===== config.mk =====
export PLATFORM = sky130hd
export DESIGN_NAME = usb_error_status
export DESIGN_NICKNAME = d
export VERILOG_FILES = /design/src/logic/usb_err_pkg.sv /design/src/logic/sticky_flag.sv /design/src/logic/overrun_guard.sv /design/src/logic/usb_error_status.sv
export VERILOG_INCLUDE_DIRS = /design/src /design/src/logic
export SDC_FILE = /design/constraint.sdc
export NUM_CORES = 1
export LEC_CHECK = 0
export ABC_AREA = 0
export BUFFER_PORTS_ARGS = -buffer_cell sky130_fd_sc_hd__buf_2
export CAP_MARGIN = 5
export CORE_MARGIN = 4
export CORE_UTILIZATION = 40
export CTS_CLUSTER_SIZE = 30
export DETAILED_ROUTE_END_ITERATION = 8
export PLACE_DENSITY_LB_ADDON = 0.15
export RECOVER_POWER = 50
export SLEW_MARGIN = 20
export SYNTH_ARGS = -nofsm -noshare
export SYNTH_HDL_FRONTEND = slang
export SYNTH_SLANG_ARGS = --single-unit

===== constraint.sdc =====
create_clock -name core_clk -period 4.1 [get_ports core_clk]
set_input_delay 0.615 -clock core_clk [delete_from_list [all_inputs] [get_ports core_clk]]
set_output_delay 0.615 -clock core_clk [all_outputs]
set_load 0.01 [all_outputs]

===== src/logic/usb_err_regs.svh =====
// Register offsets, field positions and reset values of the USB error status block
`ifndef USB_ERR_REGS_SVH
`define USB_ERR_REGS_SVH

`define ERR_FLAGS_OFFSET   4'h0
`define ERR_ENABLE_OFFSET  4'h4
`define ERR_CONTROL_OFFSET 4'h8

`define BIT_STUFF          7
`define BIT_OVERRUN        5
`define BIT_TURNAROUND     4
`define BIT_DATA_LENGTH    3
`define BIT_DATA_CRC       2
`define BIT_TOKEN_FRAME    1
`define BIT_PID            0

`define IMPL_MASK          8'hBF
`define FLAGS_RESET        8'h00
`define ENABLE_RESET       8'h00
`define CONTROL_RESET      1'h0

`endif


===== src/logic/usb_err_pkg.sv =====
// Types shared by the USB error status block
package usb_err_pkg;
  typedef logic [7:0]  err_byte_t;
  typedef logic [15:0] reg_word_t;
  typedef logic [3:0]  reg_addr_t;
endpackage : usb_err_pkg


===== src/logic/sticky_flag.sv =====
// One hardware-set, write-one-to-clear sticky flag
`timescale 1ns/1ps
module sticky_flag (
  input  wire logic core_clk,
  input  wire logic rst_n,
  input  wire logic set_evt,
  input  wire logic clr_req,
  output logic      flag_r
);
  // Set wins over a clear in the same cycle so no event is lost
  always_ff @(posedge core_clk or negedge rst_n) begin
    if (!rst_n) begin
      flag_r <= 1'b0;
    end else if (set_evt) begin
      flag_r <= 1'b1;
    end else if (clr_req) begin
      flag_r <= 1'b0;
    end
  end
endmodule : sticky_flag


===== src/logic/overrun_guard.sv =====
// Truncates received bytes beyond the descriptor byte count and flags the excess
`timescale 1ns/1ps
module overrun_guard (
  input  wire logic       core_clk,
  input  wire logic       rst_n,
  input  wire logic       pkt_start,
  input  wire logic [9:0] desc_byte_count,
  input  wire logic       rx_byte_valid,
  input  wire logic [7:0] rx_byte,
  output logic            mem_wr_en,
  output logic [7:0]      mem_wr_data,
  output logic            overrun_evt
);
  logic [9:0] stored_r;
  logic       room;

  // Room left while fewer than the allowed count have been stored
  assign room        = (stored_r < desc_byte_count);
  assign mem_wr_en   = rx_byte_valid && (room || pkt_start) && (desc_byte_count != 10'h000);
  // Any byte not stored is excess, even the first one of a zero-count packet
  assign overrun_evt = rx_byte_valid && !mem_wr_en;
  assign mem_wr_data = rx_byte;

  // Count of stored bytes restarts with each packet
  always_ff @(posedge core_clk or negedge rst_n) begin
    if (!rst_n) begin
      stored_r <= 10'h000;
    end else if (pkt_start) begin
      stored_r <= mem_wr_en ? 10'h001 : 10'h000;
    end else if (mem_wr_en) begin
      stored_r <= stored_r + 10'h001;
    end
  end
endmodule : overrun_guard


===== src/logic/usb_error_status.sv =====
// USB error status flags with enable register and error-condition output
//
// Our own choices: strobed register access and the placing of the registers.
`timescale 1ns/1ps
`include "usb_err_regs.svh"
module usb_error_status
  import usb_err_pkg::*;
(
  input  wire logic       core_clk,
  input  wire logic       rst_n,
  input  wire reg_addr_t  reg_addr,
  input  wire reg_word_t  reg_wdata,
  input  wire logic       reg_wr,
  input  wire logic       reg_rd,
  output reg_word_t       reg_rdata,
  input  wire logic       stuff_err_evt,
  input  wire logic       turnaround_timeout_evt,
  input  wire logic       data_end_evt,
  input  wire logic [2:0] data_bit_residue,
  input  wire logic       data_crc_done,
  input  wire logic       data_crc_ok,
  input  wire logic       token_crc_done,
  input  wire logic       token_crc_ok,
  input  wire logic       frame_end_violation_evt,
  input  wire logic       pid_done,
  input  wire logic [7:0] pid_field,
  input  wire logic       pkt_start,
  input  wire logic [9:0] desc_byte_count,
  input  wire logic       rx_byte_valid,
  input  wire logic [7:0] rx_byte,
  output logic            mem_wr_en,
  output logic [7:0]      mem_wr_data,
  output logic            token_reject,
  output logic            host_mode,
  output logic            error_condition
);
  err_byte_t  enable_r;
  logic       host_mode_r;
  err_byte_t  set_vec;
  err_byte_t  clr_vec;
  err_byte_t  flags;
  logic       overrun_evt;
  logic       flags_wr;

  // Byte-count guard on the receive path
  overrun_guard u_guard (
    .core_clk        (core_clk),
    .rst_n           (rst_n),
    .pkt_start       (pkt_start),
    .desc_byte_count (desc_byte_count),
    .rx_byte_valid   (rx_byte_valid),
    .rx_byte         (rx_byte),
    .mem_wr_en       (mem_wr_en),
    .mem_wr_data     (mem_wr_data),
    .overrun_evt     (overrun_evt)
  );

  // Hardware events mapped onto flag positions
  always_comb begin
    set_vec                   = 8'h00;
    set_vec[`BIT_STUFF]       = stuff_err_evt;
    set_vec[`BIT_OVERRUN]     = overrun_evt;
    set_vec[`BIT_TURNAROUND]  = turnaround_timeout_evt;
    set_vec[`BIT_DATA_LENGTH] = data_end_evt && (data_bit_residue != 3'h0);
    set_vec[`BIT_DATA_CRC]    = data_crc_done && !data_crc_ok;
    // Bit 1 source follows the mode; the other source is ignored
    set_vec[`BIT_TOKEN_FRAME] = host_mode_r ? frame_end_violation_evt
                                            : (token_crc_done && !token_crc_ok);
    set_vec[`BIT_PID]         = pid_done && (pid_field[7:4] != ~pid_field[3:0]);
  end

  // Token rejection only meaningful in device mode
  assign token_reject = !host_mode_r && token_crc_done && !token_crc_ok;

  // Whole-word write of ones clears; zeros leave flags alone
  assign flags_wr = reg_wr && (reg_addr == `ERR_FLAGS_OFFSET);
  assign clr_vec  = flags_wr ? (reg_wdata[7:0] & `IMPL_MASK) : 8'h00;

  // One sticky cell per implemented position; bit 6 has none
  genvar g;
  generate
    for (g = 0; g < 8; g++) begin : g_flag
      if (g == 6) begin : g_none
        assign flags[g] = 1'b0;
      end else begin : g_cell
        sticky_flag u_flag (
          .core_clk (core_clk),
          .rst_n    (rst_n),
          .set_evt  (set_vec[g]),
          .clr_req  (clr_vec[g]),
          .flag_r   (flags[g])
        );
      end
    end
  endgenerate

  // Enable register, same layout as the flags
  always_ff @(posedge core_clk or negedge rst_n) begin
    if (!rst_n) begin
      enable_r <= `ENABLE_RESET;
    end else if (reg_wr && reg_addr == `ERR_ENABLE_OFFSET) begin
      enable_r <= reg_wdata[7:0] & `IMPL_MASK;
    end
  end

  // Mode control, selects meaning of bit 1
  always_ff @(posedge core_clk or negedge rst_n) begin
    if (!rst_n) begin
      host_mode_r <= `CONTROL_RESET;
    end else if (reg_wr && reg_addr == `ERR_CONTROL_OFFSET) begin
      host_mode_r <= reg_wdata[0];
    end
  end
  assign host_mode = host_mode_r;

  // Combined error indication for the top-level interrupt status
  assign error_condition = |(flags & enable_r);

  // Read data valid the cycle after the strobe; unmapped reads return zero
  always_ff @(posedge core_clk or negedge rst_n) begin
    if (!rst_n) begin
      reg_rdata <= 16'h0000;
    end else if (reg_rd) begin
      case (reg_addr)
        `ERR_FLAGS_OFFSET:   reg_rdata <= {8'h00, flags};
        `ERR_ENABLE_OFFSET:  reg_rdata <= {8'h00, enable_r};
        `ERR_CONTROL_OFFSET: reg_rdata <= {15'h0000, host_mode_r};
        default:             reg_rdata <= 16'h0000;
      endcase
    end else begin
      reg_rdata <= 16'h0000;
    end
  end

  // A set event holds its flag at one in the next cycle despite a clear
  stuff_sticky_a: assert property (@(posedge core_clk) disable iff (!rst_n)
    stuff_err_evt |=> flags[`BIT_STUFF])
    else $error("stuffing flag not set");

  // Bit 6 and the upper byte never read back as one
  reserved_zero_a: assert property (@(posedge core_clk) disable iff (!rst_n)
    $past(reg_rd) |-> (reg_rdata[15:8] == 8'h00 && !reg_rdata[6]))
    else $error("reserved bits read nonzero");

  // A flag read returns the flags as they stood at the strobe
  flags_readback_a: assert property (@(posedge core_clk) disable iff (!rst_n)
    ($past(reg_rd) && $past(reg_addr) == `ERR_FLAGS_OFFSET)
      |-> (reg_rdata[7:0] == $past(flags)))
    else $error("flag read differs from flags");

  // Overrun never writes to memory
  overrun_drop_a: assert property (@(posedge core_clk) disable iff (!rst_n)
    overrun_evt |-> !mem_wr_en ##1 flags[`BIT_OVERRUN])
    else $error("excess byte stored or not flagged");

  // A zero byte count lets nothing into the buffer
  zero_count_a: assert property (@(posedge core_clk) disable iff (!rst_n)
    (desc_byte_count == 10'h000) |-> !mem_wr_en)
    else $error("byte stored with zero count");

  // Timeout flagged next cycle
  timeout_flag_a: assert property (@(posedge core_clk) disable iff (!rst_n)
    turnaround_timeout_evt |=> flags[`BIT_TURNAROUND])
    else $error("turnaround flag not set");

  // Partial byte at data end sets the length flag
  length_flag_a: assert property (@(posedge core_clk) disable iff (!rst_n)
    (data_end_evt && data_bit_residue != 3'h0) |=> flags[`BIT_DATA_LENGTH])
    else $error("length flag not set");

  // Passing CRC with clear flag and no clear keeps it clear
  crc_pass_clear_a: assert property (@(posedge core_clk) disable iff (!rst_n)
    (!flags[`BIT_DATA_CRC] && !(data_crc_done && !data_crc_ok)) |=> !flags[`BIT_DATA_CRC])
    else $error("data crc flag set without failure");

  // Device mode token CRC failure sets bit 1
  token_crc_a: assert property (@(posedge core_clk) disable iff (!rst_n)
    (!host_mode_r && token_crc_done && !token_crc_ok) |=> flags[`BIT_TOKEN_FRAME])
    else $error("token crc flag not set");

  // Host mode frame-end violation sets bit 1
  frame_end_a: assert property (@(posedge core_clk) disable iff (!rst_n)
    (host_mode_r && frame_end_violation_evt) |=> flags[`BIT_TOKEN_FRAME])
    else $error("frame end flag not set");

  // Bad PID complement sets bit 0
  pid_check_a: assert property (@(posedge core_clk) disable iff (!rst_n)
    (pid_done && pid_field[7:4] != ~pid_field[3:0]) |=> flags[`BIT_PID])
    else $error("pid flag not set");

  // Flags rise only after their own hardware event, never by a write
  stuff_cause_a: assert property (@(posedge core_clk) disable iff (!rst_n)
    $rose(flags[`BIT_STUFF]) |-> $past(set_vec[`BIT_STUFF]))
    else $error("stuffing flag rose without a violation");

  // Overrun flag only follows a dropped byte
  overrun_cause_a: assert property (@(posedge core_clk) disable iff (!rst_n)
    $rose(flags[`BIT_OVERRUN]) |-> $past(overrun_evt))
    else $error("overrun flag rose without excess");

  // Turnaround flag only follows a timeout
  timeout_cause_a: assert property (@(posedge core_clk) disable iff (!rst_n)
    $rose(flags[`BIT_TURNAROUND]) |-> $past(turnaround_timeout_evt))
    else $error("turnaround flag rose without timeout");

  // Length flag only follows a partial final byte
  length_cause_a: assert property (@(posedge core_clk) disable iff (!rst_n)
    $rose(flags[`BIT_DATA_LENGTH]) |-> $past(set_vec[`BIT_DATA_LENGTH]))
    else $error("length flag rose without residue");

  // Data CRC flag only follows a failed check
  crc_cause_a: assert property (@(posedge core_clk) disable iff (!rst_n)
    $rose(flags[`BIT_DATA_CRC]) |-> $past(set_vec[`BIT_DATA_CRC]))
    else $error("data crc flag rose without failure");

  // Bit 1 only follows the event of the current mode
  bit1_cause_a: assert property (@(posedge core_clk) disable iff (!rst_n)
    $rose(flags[`BIT_TOKEN_FRAME]) |-> $past(set_vec[`BIT_TOKEN_FRAME]))
    else $error("bit 1 rose without its event");

  // PID flag only follows a failed complement check
  pid_cause_a: assert property (@(posedge core_clk) disable iff (!rst_n)
    $rose(flags[`BIT_PID]) |-> $past(set_vec[`BIT_PID]))
    else $error("pid flag rose without failure");

  // A flag falls only after a written one at its position
  clear_by_one_a: assert property (@(posedge core_clk) disable iff (!rst_n)
    $fell(flags[`BIT_STUFF]) |-> $past(clr_vec[`BIT_STUFF]))
    else $error("flag cleared without a written one");

  // Same for the overrun flag
  clear_overrun_a: assert property (@(posedge core_clk) disable iff (!rst_n)
    $fell(flags[`BIT_OVERRUN]) |-> $past(clr_vec[`BIT_OVERRUN]))
    else $error("overrun flag cleared without a written one");

  // Same for the turnaround flag
  clear_turnaround_a: assert property (@(posedge core_clk) disable iff (!rst_n)
    $fell(flags[`BIT_TURNAROUND]) |-> $past(clr_vec[`BIT_TURNAROUND]))
    else $error("turnaround flag cleared without a written one");

  // Same for the length flag
  clear_length_a: assert property (@(posedge core_clk) disable iff (!rst_n)
    $fell(flags[`BIT_DATA_LENGTH]) |-> $past(clr_vec[`BIT_DATA_LENGTH]))
    else $error("length flag cleared without a written one");

  // Same for the data CRC flag
  clear_crc_a: assert property (@(posedge core_clk) disable iff (!rst_n)
    $fell(flags[`BIT_DATA_CRC]) |-> $past(clr_vec[`BIT_DATA_CRC]))
    else $error("data crc flag cleared without a written one");

  // Same for the shared bit 1, whichever mode set it
  clear_bit1_a: assert property (@(posedge core_clk) disable iff (!rst_n)
    $fell(flags[`BIT_TOKEN_FRAME]) |-> $past(clr_vec[`BIT_TOKEN_FRAME]))
    else $error("bit 1 cleared without a written one");

  // Same for the PID flag
  clear_pid_a: assert property (@(posedge core_clk) disable iff (!rst_n)
    $fell(flags[`BIT_PID]) |-> $past(clr_vec[`BIT_PID]))
    else $error("pid flag cleared without a written one");

  // A written one clears its flag when no event lands in the same cycle
  write_clear_a: assert property (@(posedge core_clk) disable iff (!rst_n)
    (flags_wr && reg_wdata[`BIT_PID] && !pid_done) |=> !flags[`BIT_PID])
    else $error("written one did not clear pid flag");

  // A written zero leaves a set flag alone
  zero_write_keep_a: assert property (@(posedge core_clk) disable iff (!rst_n)
    (flags_wr && !reg_wdata[`BIT_STUFF] && flags[`BIT_STUFF]) |=> flags[`BIT_STUFF])
    else $error("written zero cleared stuffing flag");

  // Host mode ignores token CRC failures for bit 1
  host_token_ignored_a: assert property (@(posedge core_clk) disable iff (!rst_n)
    (host_mode_r && !flags[`BIT_TOKEN_FRAME] && !frame_end_violation_evt)
      |=> !flags[`BIT_TOKEN_FRAME])
    else $error("bit 1 set in host mode without frame end error");

  // Device mode ignores frame-end events for bit 1
  device_frame_ignored_a: assert property (@(posedge core_clk) disable iff (!rst_n)
    (!host_mode_r && !flags[`BIT_TOKEN_FRAME] && !token_crc_done)
      |=> !flags[`BIT_TOKEN_FRAME])
    else $error("bit 1 set in device mode without token check");

  // No token is rejected while acting as host
  token_host_quiet_a: assert property (@(posedge core_clk) disable iff (!rst_n)
    host_mode_r |-> !token_reject)
    else $error("token rejected in host mode");

  // Error output tracks flags and enables
  error_out_a: assert property (@(posedge core_clk) disable iff (!rst_n)
    (flags[`BIT_PID] && enable_r[`BIT_PID]) |-> error_condition)
    else $error("error condition missing");

  // Same for the stuffing flag at the top bit
  stuff_error_out_a: assert property (@(posedge core_clk) disable iff (!rst_n)
    (flags[`BIT_STUFF] && enable_r[`BIT_STUFF]) |-> error_condition)
    else $error("error condition missing for stuffing flag");

  // With every enable off the output stays low whatever the flags
  error_quiet_a: assert property (@(posedge core_clk) disable iff (!rst_n)
    (enable_r == 8'h00) |-> !error_condition)
    else $error("error condition with all enables off");
endmodule : usb_error_status


==> metrics <==
top-area cell type share of the netlist area=42.6%; Final Cell Area=around 2200 um^2; yosys warns=0; TNS Setup=0 ns; worst slew pin tran=between 1.5 and 2 ns; Post-synth EDFFs=0; cts bufs inserted=5; leading area contributor after synthesis=dfrtp_1; Cell Int Power=0.546 mW; count leader, synth=dfrtp_1; Reg area=801 um^2; peak supply drop=0.000238 V; DRC Markers=0; final net count=around 320; initial antenna violation count=0; Synth area leaders=dfrtp_1, buf_4, ha_1; Final Critical Period=about 3 ns; Power Density=~330 nW/um^2; status=finished, violations left; cts repair resizes=0; Slowest-stage cell, CP=or4_1; share of cells above drive strength 1=a little under a third; input/output buffers=57; post-CTS setup repair buffer count=0; Worst Clk Skew=0.00165 ns; Net Sw Frac=between 20 and 25%; asr flop ratio synth=100%; final core area utilization=49.4%; all-layer global routing usage=13.5%; latest clock arrival within the worst-skew pair=~0.28 ns; Max Buffers Root-to-Sink=2; Synth Instances=~190; drt total wl=between 3 and 4 mm; Clock Power Share=35.1%; Worst path max stage delay=about 0.52 ns; number of I/O pins=slightly above 90; Die H=76.6 um; Mapped Avg Cell Area=approximately 10 um^2; critical path endpoint category=primary output; First-pass DRT Iterations=4; post-DR wirelength/cell=around 13 um; CTS Root Buffer Type=clkbuf_8; crit path kind=in2out; placement-stage cell area=2100 um^2; Sw Pwr=approximately 0.18 mW; Synth Flop Type=dfrtp_1; GR Overflow Total=0; Antenna diodes=0; relative slew slack=-11.1%; CTS tree=yes; Worst EP required=around 3.5 ns; CORE AREA=4440 um^2; Synth Register Bits=32; first-pass GRT wire length=between 6 and 7 mm; Worst Path Buf+Inv=3; Synth top cells by count=dfrtp_1, buf_4, nand2_1; Synth cell types=40; failing checks=capacitance limit, slew limit; chip width=around 77 um; Post-DP HPWL=just over 3 mm; Slew Viols, Final=33; vias in the first global route=1468; H-tree depth=2; maximum clock rate=between 300 and 400 MHz; final setup violation count=0; # fillers=449; Routed Antenna Nets=0; GPL Wtd Cong=between 0.7 and 0.8; vias=1523; Comb pwr share=approximately 15%; Final Hold Fails=0; Area Overhead vs Synth=16.6%; largest net degree at the start of global routing=33; Static Leakage=approximately 1.1 nW; Starting Density=between 40 and 50%; Flop pwr share=49.7%; register area share after synthesis=a little over two fifths; die area=just under 6000 um^2; Critical Path, Cell by Cell=buf_2, or4_1, o41ai_1, or3_1, a21o_1, inv_1, buf_2; total of max-cap violations=1; Setup WS pre-CTS=1.11 ns; Post-Syn Area=~1900 um^2; row cnt=24; worst hold path type=in2reg; # hold bufs at CTS=0; Final Cycle Share=between 70 and 80%; Setup WS post-layout=approximately 1.1 ns; drt initial violations=97; Worst Setup Start Kind=primary input; RSZ-0062 raised after global routing=no; Worst Path Max Fanout=20; Worst-path clk slew=approximately 0.060 ns; most frequent CP cell=buf_2; Multi-input gate area=900 um^2; Critical Path AT=between 2 and 2.5 ns; Clock Sinks=32; drt via density=just over 5; CP delay by family, top=compound AO/OA/AOI/OAI gates
-- cell type report --
class,count,area share [%]
well taps,52,2.97
inverters,13,2.22
clock buffers,7,4.39
multi-input cells,133,41.0
repair buffers,57,12.9
flip-flops and latches,32,36.5
-- placed cells by master, fill, tap and decap left out, drive strengths merged, types with 2 or more instances in the layout --
master	instances
nor3	2
and3	2
a22o	2
or4	4
a22oi	9
mux2	9
a21oi	12
o31ai	3
dfrtp	32
or3	7
nand4	3
clkbuf	9
xor2	4
nand2	16
nor2b	2
conb	9
buf	55
inv	13
a21o	3
o21ai	9
nor2	8
ha	10
nand3	6
-- routing by layer --
metal	global-route usage [%]	routed length (um)
met3	3.66	251
met1	18.6	1820
met4	4.35	26
met2	20.6	1810
met5	0	0
-- registers in the layout (all words and copies together) (netlist names) --
register	cells
enable_r	7
g_flag.g_cell.u_flag.flag_r	7
host_mode	1
reg_rdata	7
u_guard.stored_r	10
-- power by group through the flow --
| stage | combinational, mW | sequential (mW) | clock, mW |
|---|---|---|---|
| 2_1_floorplan | 0.0802 | 0.363 | 0 |
| 3_3_place_gp | 0.111 | 0.367 | 0 |
| 3_5_place_dp | 0.113 | 0.367 | 0 |
| 4_1_cts | 0.113 | 0.361 | 0.265 |
| 5_1_grt | 0.125 | 0.366 | 0.276 |
| 6_report | 0.111 | 0.362 | 0.255 |
-- logic make-up after synthesis --
family	count (synthesis)	synth area share, %
AOI/OAI and AO/OA	43	15.1
other	1	0.199
and+or+nand+nor	56	16.0
xor gates and xnor gates	5	2.33
buffers and inverters	34	11.2
adders and majority gates	10	6.65
muxes	10	5.92
DFF	32	42.6
-- final timing paths --
kind                                                 from                              to  slack (ns)  depth (start not counted)
setup / recovery                       desc_byte_count[4]                       mem_wr_en        1.13                          7
hold / removal                                data_crc_ok  g_flag[2].g_cell.u_flag.flag_r        0.51                          2
setup reg to reg                      u_guard.stored_r[7]             u_guard.stored_r[7]        1.65                          7
hold reg to reg            g_flag[4].g_cell.u_flag.flag_r  g_flag[4].g_cell.u_flag.flag_r        0.53                          1
max in group asynchronous                           rst_n  g_flag[4].g_cell.u_flag.flag_r        2.38                          1
min in group asynchronous                           rst_n             u_guard.stored_r[9]        0.76                          1
-- stage by stage --
| step | hold slack [ns] | cells | power, mW |
|---|---|---|---|
| 2_1_floorplan | 0.319 | 199 | 0.443 |
| 3_3_place_gp | 0.511 | 287 | 0.478 |
| 3_5_place_dp | 0.513 | 287 | 0.480 |
| 4_1_cts | 0.400 | 294 | 0.739 |
| 5_1_grt | 0.521 | 294 | 0.767 |
| 6_report | 0.509 | 294 | 0.728 |
No activity file was read; power rests on OpenSTA's default activity.
